===== config.mk =====
export PLATFORM = sky130hd
export DESIGN_NAME = csi_output_frame_line_counters
export DESIGN_NICKNAME = d
export VERILOG_FILES = /design/src/rtl/csi_counter_pkg.sv /design/src/rtl/snapshot_counter.sv /design/src/rtl/csi_output_frame_line_counters.sv
export VERILOG_INCLUDE_DIRS = /design/src /design/src/rtl
export SDC_FILE = /design/constraint.sdc
export NUM_CORES = 1
export LEC_CHECK = 0
export BUFFER_PORTS_ARGS = -buffer_cell sky130_fd_sc_hd__buf_4
export CORE_AREA = 2 2 167 169
export CTS_CLUSTER_SIZE = 10
export DETAILED_ROUTE_END_ITERATION = 16
export DIE_AREA = 0 0 169 171
export PLACE_DENSITY_LB_ADDON = 0.08
export SYNTH_ARGS = -nofsm -noshare
export SYNTH_HDL_FRONTEND = slang
export SYNTH_HIERARCHICAL = 1
export SYNTH_SLANG_ARGS = --single-unit

===== constraint.sdc =====
create_clock -name pclk -period 7.2 [get_ports pclk]
set_input_delay 0.72 -clock pclk [delete_from_list [all_inputs] [get_ports pclk]]
set_output_delay 0.72 -clock pclk [all_outputs]
set_load 0.1 [all_outputs]

===== src/rtl/csi_counter_consts.svh =====
`ifndef CSI_COUNTER_CONSTS_SVH
`define CSI_COUNTER_CONSTS_SVH

// ----------------------------------------------------------------------
// Register indices; the byte address is four times the index
// ----------------------------------------------------------------------
`define IDX_P0_BAD_LINES_HIGH   10'h096
`define IDX_P0_BAD_LINES_LOW    10'h097
`define IDX_P1_FRAMES_HIGH      10'h098
`define IDX_P1_FRAMES_LOW       10'h099
`define IDX_P1_BAD_FRAMES_HIGH  10'h09A
`define IDX_P1_BAD_FRAMES_LOW   10'h09B
`define IDX_P1_LINES_HIGH       10'h09C
`define IDX_P1_LINES_LOW        10'h09D
`define IDX_P1_BAD_LINES_HIGH   10'h09E
`define IDX_P1_BAD_LINES_LOW    10'h09F
`define IDX_IRQ_STATUS          10'h0C0
`define IDX_IRQ_MASK            10'h0C1

// ----------------------------------------------------------------------
// Field positions and reset values
// ----------------------------------------------------------------------
`define CNT_HIGH_MSB            15
`define CNT_HIGH_LSB            8
`define CNT_LOW_MSB             7
`define CNT_LOW_LSB             0
`define CNT_RESET               16'h0000
`define SNAP_RESET              8'h00
`define IRQ_MASK_RESET          5'h00
`define IRQ_STATUS_RESET        5'h00
`define NUM_COUNTERS            5

// Counter slots inside the event and status vectors
`define SLOT_P0_BAD_LINES       0
`define SLOT_P1_FRAMES          1
`define SLOT_P1_BAD_FRAMES      2
`define SLOT_P1_LINES           3
`define SLOT_P1_BAD_LINES       4

`endif


===== src/rtl/csi_counter_pkg.sv =====
`default_nettype none

package csi_counter_pkg;

	// ------------------------------------------------------------------
	// Types shared by the counter bank
	// ------------------------------------------------------------------
	typedef logic [15:0] count_t;
	typedef logic [7:0]  byte_t;

	// Which register an APB address selects
	typedef enum logic [3:0] {
		SEL_NONE       = 4'h0,
		SEL_CNT_HIGH   = 4'h1,
		SEL_CNT_LOW    = 4'h2,
		SEL_IRQ_STATUS = 4'h3,
		SEL_IRQ_MASK   = 4'h4
	} reg_sel_t;

endpackage

`default_nettype wire


===== src/rtl/snapshot_counter.sv =====
`timescale 1ns/1ns
`default_nettype none
`include "csi_counter_consts.svh"

module snapshot_counter (
	input  wire logic                   pclk,
	input  wire logic                   presetn,
	input  wire logic                   count_en,
	input  wire logic                   read_high,
	output logic [7:0]                  high_byte,
	output logic [7:0]                  low_byte,
	output logic                        wrapped
);

	// ------------------------------------------------------------------
	// State
	// ------------------------------------------------------------------
	csi_counter_pkg::count_t count_ff;   // Live 16-bit count
	csi_counter_pkg::count_t nxt_count;  // Next count
	csi_counter_pkg::byte_t  snap_ff;    // Low byte caught by high read
	csi_counter_pkg::count_t count_inc;  // Count plus one, wraps

	assign count_inc = count_ff + 16'h0001;
	assign high_byte = count_ff[`CNT_HIGH_MSB:`CNT_HIGH_LSB];
	// A high read in the same cycle restarts at one, so that is no wrap
	assign wrapped   = count_en && !read_high && (count_ff == 16'hFFFF);

	// ------------------------------------------------------------------
	// Next count: a high read clears, an increment in that same
	// cycle is kept so no unit is lost across the read
	// ------------------------------------------------------------------
	always_comb begin
		if (read_high) begin
			nxt_count = count_en ? 16'h0001 : `CNT_RESET;
		end else if (count_en) begin
			nxt_count = count_inc;
		end else begin
			nxt_count = count_ff;
		end
	end

	// Counter register
	always_ff @(posedge pclk or negedge presetn) begin
		if (!presetn) begin
			count_ff <= `CNT_RESET;
		end else begin
			count_ff <= nxt_count;
		end
	end

	// Snapshot of the low byte, taken only on a high read
	always_ff @(posedge pclk or negedge presetn) begin
		if (!presetn) begin
			snap_ff <= `SNAP_RESET;
		end else if (read_high) begin
			snap_ff <= count_ff[`CNT_LOW_MSB:`CNT_LOW_LSB];
		end
	end

	assign low_byte = snap_ff;

endmodule

`default_nettype wire


===== src/rtl/csi_output_frame_line_counters.sv =====
// Notes on behaviour
// Port 1 frames count; high read gives 15:8
// High read snapshots low byte, then clears count
// Software reads high byte before low byte
// Port 1 bad frames count, same read behaviour
// Port 1 lines count, same read behaviour
// Port 1 bad lines count, same read behaviour
// Port 0 bad lines low returns snapshot only
// Port 0 bad lines high read snapshots, clears
// Count one per unit, wrap, reads atomic
`timescale 1ns/1ns
`default_nettype none
`include "csi_counter_consts.svh"

module csi_output_frame_line_counters (
	input  wire logic                   pclk,
	input  wire logic                   presetn,
	// APB slave
	input  wire logic                   psel,
	input  wire logic                   penable,
	input  wire logic                   pwrite,
	input  wire logic [11:0]            paddr,
	input  wire logic [31:0]            pwdata,
	input  wire logic [3:0]             pstrb,
	output logic                        pready,
	output logic [31:0]                 prdata,
	output logic                        pslverr,
	// Unit events from the output ports, one-cycle pulses
	input  wire logic                   port0_line_bad,
	input  wire logic                   port1_frame_done,
	input  wire logic                   port1_frame_bad,
	input  wire logic                   port1_line_done,
	input  wire logic                   port1_line_bad,
	// Interrupt
	output logic                        irq
);

	// ------------------------------------------------------------------
	// Address decode
	// ------------------------------------------------------------------

	// Map a word index to the kind of register it selects
	function automatic csi_counter_pkg::reg_sel_t decode_sel(
		input logic [9:0] idx
	);
		csi_counter_pkg::reg_sel_t sel;
		sel = csi_counter_pkg::SEL_NONE;
		unique case (idx)
			`IDX_P0_BAD_LINES_HIGH,
			`IDX_P1_FRAMES_HIGH,
			`IDX_P1_BAD_FRAMES_HIGH,
			`IDX_P1_LINES_HIGH,
			`IDX_P1_BAD_LINES_HIGH: begin
				sel = csi_counter_pkg::SEL_CNT_HIGH;
			end
			`IDX_P0_BAD_LINES_LOW,
			`IDX_P1_FRAMES_LOW,
			`IDX_P1_BAD_FRAMES_LOW,
			`IDX_P1_LINES_LOW,
			`IDX_P1_BAD_LINES_LOW: begin
				sel = csi_counter_pkg::SEL_CNT_LOW;
			end
			`IDX_IRQ_STATUS: begin
				sel = csi_counter_pkg::SEL_IRQ_STATUS;
			end
			`IDX_IRQ_MASK: begin
				sel = csi_counter_pkg::SEL_IRQ_MASK;
			end
			default: begin
				sel = csi_counter_pkg::SEL_NONE;
			end
		endcase
		return sel;
	endfunction

	// Map a counter register index to its counter slot
	function automatic logic [2:0] decode_slot(input logic [9:0] idx);
		logic [2:0] slot;
		slot = 3'h0;
		unique case (idx)
			`IDX_P0_BAD_LINES_HIGH,
			`IDX_P0_BAD_LINES_LOW: begin
				slot = 3'(`SLOT_P0_BAD_LINES);
			end
			`IDX_P1_FRAMES_HIGH,
			`IDX_P1_FRAMES_LOW: begin
				slot = 3'(`SLOT_P1_FRAMES);
			end
			`IDX_P1_BAD_FRAMES_HIGH,
			`IDX_P1_BAD_FRAMES_LOW: begin
				slot = 3'(`SLOT_P1_BAD_FRAMES);
			end
			`IDX_P1_LINES_HIGH,
			`IDX_P1_LINES_LOW: begin
				slot = 3'(`SLOT_P1_LINES);
			end
			`IDX_P1_BAD_LINES_HIGH,
			`IDX_P1_BAD_LINES_LOW: begin
				slot = 3'(`SLOT_P1_BAD_LINES);
			end
			default: begin
				slot = 3'h0;
			end
		endcase
		return slot;
	endfunction

	// ------------------------------------------------------------------
	// Bus phase tracking
	// ------------------------------------------------------------------
	logic                        ack_ff;      // Second access cycle
	logic                        nxt_ack;     // Next acknowledge state
	logic                        access_take; // Edge that acts on request
	logic [9:0]                  word_idx;    // Word index from paddr
	csi_counter_pkg::reg_sel_t   sel;         // Selected register kind
	logic [2:0]                  slot;        // Selected counter slot
	logic                        rd_take;     // Read acted on this edge
	logic                        wr_take;     // Write acted on this edge
	logic                        bad_addr;    // No register at address

	assign word_idx    = paddr[11:2];
	assign sel         = decode_sel(word_idx);
	assign slot        = decode_slot(word_idx);
	assign bad_addr    = (sel == csi_counter_pkg::SEL_NONE);
	// First access cycle: side effects and read data capture happen here
	assign access_take = psel && penable && !ack_ff;
	assign rd_take     = access_take && !pwrite;
	assign wr_take     = access_take && pwrite;
	assign nxt_ack     = access_take;

	// One wait state, so read data comes from a flip-flop
	always_ff @(posedge pclk or negedge presetn) begin
		if (!presetn) begin
			ack_ff <= 1'b0;
		end else begin
			ack_ff <= nxt_ack;
		end
	end

	// ------------------------------------------------------------------
	// Counter bank
	// ------------------------------------------------------------------
	logic [`NUM_COUNTERS-1:0]    cnt_event;   // Unit events per slot
	logic [`NUM_COUNTERS-1:0]    cnt_rd_high; // High-byte read per slot
	logic [`NUM_COUNTERS-1:0]    cnt_wrap;    // Wrap pulse per slot
	logic [7:0]                  cnt_high [`NUM_COUNTERS]; // Upper bytes
	logic [7:0]                  cnt_low  [`NUM_COUNTERS]; // Snapshots

	// Event inputs packed by slot
	assign cnt_event[`SLOT_P0_BAD_LINES]  = port0_line_bad;
	assign cnt_event[`SLOT_P1_FRAMES]     = port1_frame_done;
	assign cnt_event[`SLOT_P1_BAD_FRAMES] = port1_frame_bad;
	assign cnt_event[`SLOT_P1_LINES]      = port1_line_done;
	assign cnt_event[`SLOT_P1_BAD_LINES]  = port1_line_bad;

	// A low-byte read never reaches the counter, so it does not clear
	genvar gi;
	generate
		for (gi = 0; gi < `NUM_COUNTERS; gi++) begin : g_cnt
			// High-byte read strobe for this slot
			assign cnt_rd_high[gi] = rd_take &&
				(sel == csi_counter_pkg::SEL_CNT_HIGH) &&
				(slot == 3'(gi));

			// One snapshot counter per slot
			snapshot_counter u_cnt (
				.pclk      (pclk),
				.presetn   (presetn),
				.count_en  (cnt_event[gi]),
				.read_high (cnt_rd_high[gi]),
				.high_byte (cnt_high[gi]),
				.low_byte  (cnt_low[gi]),
				.wrapped   (cnt_wrap[gi])
			);
		end
	endgenerate

	// ------------------------------------------------------------------
	// Interrupts: a counter wrap sets a sticky status bit
	// ------------------------------------------------------------------
	logic [`NUM_COUNTERS-1:0]    irq_status_ff;  // Sticky wrap flags
	logic [`NUM_COUNTERS-1:0]    nxt_irq_status; // Next status
	logic [`NUM_COUNTERS-1:0]    irq_mask_ff;    // Enable per flag
	logic                        status_rd;      // Status read clears
	logic                        mask_wr;        // Mask write strobe

	assign status_rd = rd_take && (sel == csi_counter_pkg::SEL_IRQ_STATUS);
	assign mask_wr   = wr_take && (sel == csi_counter_pkg::SEL_IRQ_MASK) &&
		pstrb[0];
	// A wrap in the clearing cycle survives the read
	assign nxt_irq_status = (status_rd ? '0 : irq_status_ff) | cnt_wrap;

	// Sticky status
	always_ff @(posedge pclk or negedge presetn) begin
		if (!presetn) begin
			irq_status_ff <= `IRQ_STATUS_RESET;
		end else begin
			irq_status_ff <= nxt_irq_status;
		end
	end

	// Mask register, written through byte lane 0
	always_ff @(posedge pclk or negedge presetn) begin
		if (!presetn) begin
			irq_mask_ff <= `IRQ_MASK_RESET;
		end else if (mask_wr) begin
			irq_mask_ff <= pwdata[`NUM_COUNTERS-1:0];
		end
	end

	// Level interrupt while any unmasked flag stands
	assign irq = |(irq_status_ff & irq_mask_ff);

	// ------------------------------------------------------------------
	// Read data
	// ------------------------------------------------------------------
	logic [7:0]                  rd_byte;     // Selected register value
	logic [31:0]                 prdata_ff;   // Captured read data
	logic [31:0]                 nxt_prdata;  // Next read data
	logic                        pslverr_ff;  // Captured error answer
	logic                        nxt_pslverr; // Next error answer

	// Select the byte to return; counter bytes sit in the low lane
	always_comb begin
		rd_byte = 8'h00;
		unique case (sel)
			csi_counter_pkg::SEL_CNT_HIGH: begin
				rd_byte = cnt_high[slot];
			end
			csi_counter_pkg::SEL_CNT_LOW: begin
				rd_byte = cnt_low[slot];
			end
			csi_counter_pkg::SEL_IRQ_STATUS: begin
				rd_byte = {3'h0, irq_status_ff};
			end
			csi_counter_pkg::SEL_IRQ_MASK: begin
				rd_byte = {3'h0, irq_mask_ff};
			end
			csi_counter_pkg::SEL_NONE: begin
				rd_byte = 8'h00;
			end
		endcase
	end

	assign nxt_prdata  = rd_take ? {24'h000000, rd_byte} : prdata_ff;
	// Unmapped addresses and writes to read-only registers fail
	assign nxt_pslverr = access_take ? (bad_addr ||
		(pwrite && (sel != csi_counter_pkg::SEL_IRQ_MASK))) : pslverr_ff;

	// Read data and error answer, held through the ready cycle
	always_ff @(posedge pclk or negedge presetn) begin
		if (!presetn) begin
			prdata_ff  <= 32'h00000000;
			pslverr_ff <= 1'b0;
		end else begin
			prdata_ff  <= nxt_prdata;
			pslverr_ff <= nxt_pslverr;
		end
	end

	assign pready  = ack_ff;
	assign prdata  = prdata_ff;
	assign pslverr = ack_ff && pslverr_ff;

endmodule

`default_nettype wire


## After elaboration in Yosys (flattened, before gate mapping)

Cells that the tools add are included.

| word-level totals | value |
|---|---|
| register bits | 140 |
| input port bits | 58 |
| output and inout bits | 35 |
| logic and storage cells | 122 |

| operators by class | value |
|---|---|
| $add $sub $neg | 5 |
| $lt $le $gt $ge | 1 |
| equal/unequal tests | 26 |
| multiplexer cells | 25 |
| bitwise logic cells | 3 |
| reduce and logical (&&, ||, !) cells | 47 |

Operators with widths:

| cell | count |
|---|---|
| two-way mux 16 bit | 10 |
| equality test 10 x 8 -> 1 bit (second input constant) | 12 |
| adder 16 x 1 -> 16 bit (second input constant) | 5 |
| equality test 16 bit (second input constant) | 5 |
| binary-select mux 8 bit (select 3 bit) | 2 |
| case mux 8 bit (5 select lines) | 1 |
| two-way mux 8 bit | 4 |
| logical AND 1 bit | 25 |
| case mux 3 bit (4 select lines) | 2 |
| OR reduction 5 bit | 3 |
| nonzero test 2 bit | 5 |
| equality test 4 x 2 -> 1 bit (second input constant) | 2 |
| OR reduction 2 bit | 4 |
| logical NOT 1 bit | 7 |
| equality test 3 x 2 -> 1 bit (second input constant) | 2 |
| AND 5 bit | 1 |
| two-way mux 1 bit | 5 |
| two-way mux 5 bit | 1 |
| bitwise OR 5 bit | 1 |
| equality test 4 x 1 -> 1 bit (second input constant) | 1 |
| equality test 4 x 3 -> 1 bit (second input constant) | 1 |
| greater-or-equal comparator 4 bit (second input constant) | 1 |
| logical NOT 4 bit | 1 |
| != test 4 x 3 -> 1 bit (second input constant) | 1 |
| 5 further kinds | 5 |

## Logic depth before layout (Yosys ltp)

Gate-level depths: netlist of run 1.

| logic depth | value |
|---|---|
| depth after elaboration | 10 |
| depth in mapped cells | 10 |
| mapped depth without buffers | 8 |

## Cells and area by module

Netlist of run 1, hierarchy kept.

By module, submodules not included:

| module | times used | cells an instance | area an instance (um^2) | seq. area each (um^2) |
|---|---|---|---|---|
| snapshot_counter | 5 | 105 | 1182.4 | 600.6 |
| csi_output_frame_line_counters | 1 | 248 | 2099.5 | 500.5 |

## Least setup slack after synthesis of run 1

OpenSTA, ideal clock, no wires.

| path | value |
|---|---|
| kind | register to register |
| start | register ack_ff, in the netlist pready |
| end | register g_cnt[1].u_cnt.count_ff[10] |
| setup time | 132 ps |
| arrival time | 2697 ps |
| required time | 7068 ps |
| setup slack | 4372 ps |
| cell stages (with the launch flop) | 11 |
| path buffers | 4 |
| period minus slack after synthesis | 2828 ps |
| cell sequence | dfrtp_1 and3b_1 buf_2 nand2_1 nor3_4 o21ai_0 nor4_1 buf_4 clkbuf_8 clkbuf_1 nor2_1 |

| on the way | value |
|---|---|
| longest elaborated chain between the ends | 6 |
| elaborated cells between the ends (all ways) | 7 |
| those cells by class | 1 x mux; 6 x reduce/logical |

Ends and longest elaborated chain:

| what | RTL line | text |
|---|---|---|
| start, declared | csi_output_frame_line_counters.sv:111 | `logic ack_ff;` |
| start signal, assigned | csi_output_frame_line_counters.sv:136 | `ack_ff <= nxt_ack;` |
| logical NOT 1 bit * | csi_output_frame_line_counters.sv:126 | `assign access_take = psel && penable && !ack_ff;` |
| logical AND 1 bit * | csi_output_frame_line_counters.sv:126 |  |
| named net access_take | csi_output_frame_line_counters.sv:113 | `logic access_take;` |
| logical AND 1 bit * | csi_output_frame_line_counters.sv:127 | `assign rd_take = access_take && !pwrite;` |
| logical AND 1 bit * | csi_output_frame_line_counters.sv:161 | `assign cnt_rd_high[gi] = rd_take &&` |
| logical AND 1 bit * | csi_output_frame_line_counters.sv:162 | `(sel == csi_counter_pkg::SEL_CNT_HIGH) &&` |
| named net cnt_rd_high[1] | csi_output_frame_line_counters.sv:144 | `` logic [`NUM_COUNTERS-1:0] cnt_rd_high; `` |
| two-way mux 16 bit or nonzero test 2 bit (tied branches) | -- |  |
| end signal, assigned | snapshot_counter.sv:45 | `` count_ff <= `CNT_RESET; `` |
| end signal, assigned | snapshot_counter.sv:47 | `count_ff <= nxt_count;` |
| end, declared | snapshot_counter.sv:18 | `csi_counter_pkg::count_t count_ff;` |

The timed path passes the listed nets; every way through them passes the cells marked *.
A chain may end at the register's enable or synchronous reset.

## Worst setup path after layout of run 1

| path | value |
|---|---|
| start | input paddr[7] |
| end | register irq_status_ff[1] |

| on the way | value |
|---|---|
| longest elaborated chain between the ends | 10 |
| elaborated cells between the ends (all ways) | 31 |
| those cells by class | 15 x eq/ne; 3 x mux; 1 x bitwise; 12 x reduce/logical |

Ends and longest elaborated chain:

| what | RTL line | text |
|---|---|---|
| start, declared | csi_output_frame_line_counters.sv:22 | `input wire logic [11:0] paddr,` |
| equality test 10 x 8 -> 1 bit (on tied branches) | csi_output_frame_line_counters.sv:48, csi_output_frame_line_counters.sv:80 |  |
| OR reduction 5 bit | csi_output_frame_line_counters.sv:48 | `unique case (idx)` |
| case mux 3 bit (4 select lines) | csi_output_frame_line_counters.sv:48 |  |
| equality test 4 x 1 -> 1 bit | csi_output_frame_line_counters.sv:162 |  |
| logical AND 1 bit | csi_output_frame_line_counters.sv:161 |  |
| logical AND 1 bit * | csi_output_frame_line_counters.sv:162 |  |
| named net cnt_rd_high[1] | csi_output_frame_line_counters.sv:144 |  |
| logical NOT 1 bit * | snapshot_counter.sv:26 | `assign wrapped = count_en && !read_high && (count_ff == 16'hFFFF);` |
| logical AND 1 bit * (2 in a row) | snapshot_counter.sv:26 |  |
| named net cnt_wrap[1] | csi_output_frame_line_counters.sv:145 | `` logic [`NUM_COUNTERS-1:0] cnt_wrap; `` |
| bitwise OR 5 bit * | csi_output_frame_line_counters.sv:191 | `assign nxt_irq_status = (status_rd ? '0 : irq_status_ff) \| cnt_wrap;` |
| named net nxt_irq_status[1] | csi_output_frame_line_counters.sv:182 | `` logic [`NUM_COUNTERS-1:0] nxt_irq_status; `` |
| end signal, assigned | csi_output_frame_line_counters.sv:196 | `` irq_status_ff <= `IRQ_STATUS_RESET; `` |
| end signal, assigned | csi_output_frame_line_counters.sv:198 | `irq_status_ff <= nxt_irq_status;` |
| end, declared | csi_output_frame_line_counters.sv:181 | `` logic [`NUM_COUNTERS-1:0] irq_status_ff; `` |

Marked as above.

==> summary.md, run 1 <==
| Metric | Value |
|---|---|
| Number of CTS-inserted buffers | `17` |
| Largest net degree at the start of global routing | `72` |
| Reg2Reg Depth | `9` |
| Cts hold-fix bufs | `0` |
| Worst-path fanout max | `25` |
| Min-delay worst type | `input pin to asynchronous set/reset pin` |
| Area growth, synth to finish | `8.76%` |
| Die Y | `171 um` |
| R2R setup slack | `4.33 ns` |
| Setup crit end kind | `flop` |
| Post-Syn Area per Cell | `10.4 um^2` |
| Share of layout cells above drive strength 1 | `22.1%` |
| First-pass GRT wire length | `32.4 mm` |
| Setup_tns | `0 ns` |
| Final core utilization | `31.9%` |
| GR peak layer | `met2` |
| Yosys warns | `6` |
| Post-synth top area share | `43.7%` |
| PortBufs | `36` |
| Final nets | `810` |
| Clk pwr share | `39.0%` |
| Max_cap viols | `0` |
| # diodes | `0` |
| Core Region | `27300 um^2` |
| Net Sw Power | `0.000783 W` |
| Mapped Cells | `773` |
| CTS Buffer Depth | `2` |
| Post-synthesis register bit count | `140` |
| Power Dens Cells | `271 nW/um^2` |
| Antenna-violating nets left | `0` |
| Req. time, crit path | `7.51 ns` |
| Sequential fraction of the synthesis area | `43.7%` |
| Hpwl dp | `14.8 mm` |
| Met2 Use GR | `22.9%` |
| Drt pass-1 iters | `4` |
| Via count | `5520` |
| FMAX | `321 MHz` |
| Post-cts sizing count | `0` |
| Crit path DAT | `3.43 ns` |
| Final hold vios | `0` |
| Post-route minimum period | `3.12 ns` |
| Met3 usage | `2.50%` |
| Area leader, netlist | `dfrtp_1` |
| Seq pwr share | `43.0%` |
| Antenna violations before repair | `0` |
| Die area | `28900 um^2` |
| Root Driver | `clkbuf_16` |
| Row count | `61` |
| Pint | `0.00158 W` |
| Yosys cell types | `66` |
| Final wirelength | `20.5 mm` |
| Num ports | `93` |
| Startpoint types | `input pin` |
| Most numerous cell in the Yosys netlist | `dfrtp_1` |
| Setup CP Type | `input pin to flop` |
| Vias per cell | `4.99` |
| Fill cells | `2791` |
| H-Tree Depth | `4` |
| CTS tree | `yes` |
| Final setup violation count | `0` |
| Starting DRT DRC Count | `393` |
| Met1 Resource Use GR | `20.5%` |
| Slew margin rel. | `35.8%` |
| Die X | `169 um` |
| RD Place Congestion | `0.891` |
| Synth top area cells | `dfrtp_1, mux2_2, buf_4, xor2_1, nor2_1` |
| Slew @ Worst Pin | `0.964 ns` |
| Total track usage | `14.6%` |
| # clock sinks | `140` |
| P_leak | `3.91 nW` |
| WL/cell | `18.5 um` |
| DR DRC count | `0` |
| Clock-pin slew on the worst setup and hold paths | `0.07 ns` |
| Peak VDD IR | `161 uV` |
| Mapped Area | `8010 um^2` |
| Period utilization | `43.3%` |
| Status | `finished, final reports clean` |
| Clk_lat worst skew | `0.42 ns` |
| Via count of the first global-routing pass | `5578` |
| Fraction of registers with async set/reset | `100%` |
| Clock skew | `0.0101 ns` |
| Grt ovf | `0` |
| Max-slew violations | `0` |
| Initial Util | `29.3%` |
| Post-synth EDFFs | `0` |
| Unrepaired setup endpoints after global routing | `false` |
| Logic pwr share | `18.0%` |
| Total setup buffers inserted after CTS | `0` |
| Net Sw Frac | `33.1%` |
| Main flop type after synthesis | `dfrtp_1` |
| Synth top cells by count | `dfrtp_1, nor2_1, buf_4` |
## worst max-delay path, cell delays in order
cell	delay, ns
buf_4	0.12
nor4b_4	0.75
nand2_1	0.23
nor3_4	0.29
o21ai_0	0.32
nor4_2	0.22
buf_4	0.34
nand2b_1	0.15
nor4_1	0.10
a21o_1	0.17
## through the flow
stage	hold slack (ns)	total power (W)	std cells	area, um^2	worst slack [ns]
floorplan	0.424	0.00134	796	8100	4.37
CTS	0.326	0.00240	1106	8710	4.08
finish	0.306	0.00236	1106	8710	4.08
global placement	0.492	0.00145	1074	8100	3.66
detailed placement	0.491	0.00146	1074	8100	3.63
global route	0.347	0.00249	1106	8710	3.87
## worst paths after layout
path / startpoint / end
setup / recovery: paddr[7] / irq_status_ff[1]
hold / removal: presetn / g_cnt[2].u_cnt/count_ff[8]
setup reg to reg: pready / irq_status_ff[1]
hold reg to reg: g_cnt[3].u_cnt/low_byte[3] / g_cnt[3].u_cnt/low_byte[3]
max in group asynchronous: presetn / g_cnt[0].u_cnt/count_ff[15]
min in group pclk: g_cnt[3].u_cnt/low_byte[3] / g_cnt[3].u_cnt/low_byte[3]
## layout make-up
cell class	count	area, um^2	share of cell area [%]
clock buffer	18	429	4.93
clock inverter	14	184	2.11
inverter	10	37.5	0.431
multi-input combinational	536	3810	43.7
sequential	140	3500	40.2
tap	346	433	4.97
timing repair buffer	42	319	3.66
## cell usage in the layout, fill, tap and decap left out, types with 6 or more instances in the layout
cell	Yosys	routed
a21o_1	6	6
o22ai_1	9	9
a21oi_1	34	34
nand2b_1	12	12
o21ai_0	17	17
nand4_4	6	6
conb_1	1	24
nand3_1	25	25
inv_1	8	8
nand4_1	15	15
nor4_1	7	6
or4_1	11	11
o31ai_1	10	10
dfrtp_1	140	140
mux2_2	48	48
buf_4	70	41
xnor2_1	15	15
mux2i_1	13	13
and3_1	6	6
xor2_1	40	40
nand2_1	38	38
o211ai_1	6	6
nor2_1	84	84
clkbuf_16	0	17
## logic make-up after synthesis
group,count (synthesis),synth area share (%)
AND/OR/NAND/NOR,270,19.9
multiplexers,70,10.4
other,1,0.0468
AO/OA/AOI/OAI,112,9.11
buffers and inverters,120,9.96
XOR/XNOR,55,6.01
adder cells (fa/ha/maj),5,0.781
flip-flops,140,43.7
## flip-flops by register name (all words and copies together), names as in the netlist
name                  flops
g_cnt.u_cnt/count_ff     80
g_cnt.u_cnt/low_byte     40
prdata                    8
irq_mask_ff               5
irq_status_ff             5
pready                    1
pslverr_ff                1
## layer usage
layer	vias to the layer above	part of all wire (%)	wire, um
met5	-	0	0
met4	0	1.9	391
met3	24	3.0	620
met2	88	47	9620
met1	2797	48	9830
li1	2611	-	-
## power groups by stage
stage | sequential (W) | combinational [W] | clock, W
after floorplan | 0.00105 | 0.000297 | 0
after global placement | 0.00103 | 0.000420 | 0
after detailed placement | 0.00103 | 0.000427 | 0
after CTS | 0.00102 | 0.000431 | 0.000949
after global routing | 0.00104 | 0.000474 | 0.000981
final | 0.00102 | 0.000425 | 0.000921
No activity file was read; power rests on OpenSTA's default activity.
==> inputs of run 2 (changes only) <==
==> constraint.sdc (replaced) <==
create_clock -name pclk -period 3 [get_ports pclk]
set_input_delay 0.3 -clock pclk [delete_from_list [all_inputs] [get_ports pclk]]
set_output_delay 0.3 -clock pclk [all_outputs]
set_load 0.1 [all_outputs]
==> run 2 against run 1 <==
Effect of this change: global-route usage increased by 0.47 points; non-clock buffer count rose by 10; sequential share of layout area decreased by 0.52 points; clock skew is 0.00077 ns lower; sequential power is 140% higher; die area did not move; worst setup slack worse by 3.6 ns; first-iteration DRC count decreased by 3.8%; register-to-register slack worse by 3.9 ns; critical path type is now flop to flop.
==> summary.md, run 2 (synthesized netlist as in run 1, its figures left out) <==
| Metric | Value |
|---|---|
| Grt ovf | `0` |
| Area growth, synth to finish | `10.2%` |
| Max-slew violations | `0` |
| Slew margin rel. | `49.4%` |
| Row count | `61` |
| Min-delay worst type | `input pin to flop` |
| Clock skew | `0.00934 ns` |
| Slew @ Worst Pin | `0.759 ns` |
| Post-route minimum period | `2.54 ns` |
| Biggest register | `g_cnt.u_cnt/count_ff` |
| RD Place Congestion | `0.866` |
| Peak VDD IR | `267 uV` |
| Drt pass-1 iters | `5` |
| Crit path DAT | `2.85 ns` |
| Fill cells | `2803` |
| Final wirelength | `20.9 mm` |
| P_leak | `3.97 nW` |
| CTS tree | `yes` |
| Vias per cell | `4.97` |
| Die area | `28900 um^2` |
| Period utilization | `84.7%` |
| WL/cell | `18.7 um` |
| Via count | `5549` |
| R2R setup slack | `0.46 ns` |
| Hold_ws | `0.115 ns` |
| Setup_tns | `0 ns` |
| Antenna-violating nets left | `0` |
| Antenna violations before repair | `1` |
| Die X | `169 um` |
| Largest net degree at the start of global routing | `75` |
| Max_cap viols | `0` |
| PortBufs | `36` |
| Final setup violation count | `0` |
| Status | `finished, final reports clean` |
| Multi-input logic area | `3810 um^2` |
| Req. time, crit path | `3.31 ns` |
| Final nets | `820` |
| Share of layout cells above drive strength 1 | `23.1%` |
| H-Tree Depth | `4` |
| Total setup buffers inserted after CTS | `0` |
| Reg area | `3500 um^2` |
| Most frequent cells in the layout | `dfrtp_1, nor2_1, mux2_2, buf_4, xor2_1` |
| Final hold vios | `0` |
| FMAX | `394 MHz` |
| CTS Buffer Depth | `2` |
| Hpwl dp | `15.3 mm` |
| Num ports | `93` |
| Largest register FFs | `80` |
| # clock sinks | `140` |
| Power Dens Cells | `650 nW/um^2` |
| Initial Util | `29.3%` |
| Unrepaired setup endpoints after global routing | `false` |
| Via count of the first global-routing pass | `5538` |
| Post-cts sizing count | `0` |
| Clk_lat worst skew | `0.42 ns` |
| Worst-path fanout max | `25` |
| Die Y | `171 um` |
| Total track usage | `15.1%` |
| Setup CP Type | `flop to flop` |
| Core Region | `27300 um^2` |
| Number of CTS-inserted buffers | `17` |
| Setup crit end kind | `flop` |
| Cts hold-fix bufs | `1` |
| First-pass GRT wire length | `33.1 mm` |
| Most common cell after layout, fill and taps aside | `dfrtp_1` |
| Starting DRT DRC Count | `378` |
| Clock-pin slew on the worst setup and hold paths | `0.07 ns` |
| # diodes | `0` |
| Startpoint types | `flop` |
| Root Driver | `clkbuf_16` |
| DR DRC count | `0` |
run 2: changes by cell type in the layout (fill, tap and decap cells not counted), sizes merged:
cell	before	now
buf	42	51
inv	12	17
clkinv	7	3
clkbuf	18	17
dlygate4sd3	0	1
run 2: cell type report:
| class | instances | share of cell area (%) |
|---|---|---|
| clock inverter | 15 | 2.27 |
| tap | 346 | 4.90 |
| inverter | 10 | 0.425 |
| multi-input combinational | 536 | 43.1 |
| sequential | 140 | 39.7 |
| timing repair buffer | 52 | 4.78 |
| clock buffer | 17 | 4.82 |
run 2: final timing paths:
check                                              to  depth (start not counted)                  startpoint
max                                  irq_status_ff[1]                         10                      pready
min                                    irq_mask_ff[2]                          2                   pwdata[2]
max reg2reg                          irq_status_ff[1]                         10                      pready
min reg2reg                g_cnt[3].u_cnt/low_byte[6]                          1  g_cnt[3].u_cnt/low_byte[6]
max in group asynchronous                   prdata[2]                          3                     presetn
min in group asynchronous  g_cnt[3].u_cnt/count_ff[0]                          2                     presetn
run 2: report_power, final:
part           switching, W  leakage (nW)  internal, W
clock network      0.000922         0.302      0.00134
registers          0.000313          1.88      0.00214
logic              0.000687          1.79     0.000333
total               0.00192          3.97      0.00381
run 2: worst max-delay path, stage by stage (launching register included):
cell      delay (ns)
dfrtp_1         0.39
and3b_1         0.36
nand2_1         0.15
nor3_4          0.20
o21ai_0         0.29
nor4_2          0.34
buf_12          0.22
nand2b_1        0.12
nor4_1          0.05
buf_4           0.15
a21o_1          0.15
run 2: routing by layer:
layer	track usage (%)	wire (um)	vias up
met3	2.68	448	18
met1	21.1	10300	2819
met2	24.1	9890	81
met5	0	12	-
li1	-	-	2629
met4	4.35	258	2
run 2: metrics by stage:
step	instance area, um^2	total power, W	util [%]	cells	worst slack [ns]
after floorplan	8100	0.00322	-	796	0.172
after global placement	8190	0.00349	30.0	1083	0.460
after detailed placement	8190	0.00351	30.0	1083	0.480
after CTS	8830	0.00584	32.3	1116	0.440
after global routing	8830	0.00608	32.3	1116	0.351
final	8830	0.00574	32.3	1116	0.460
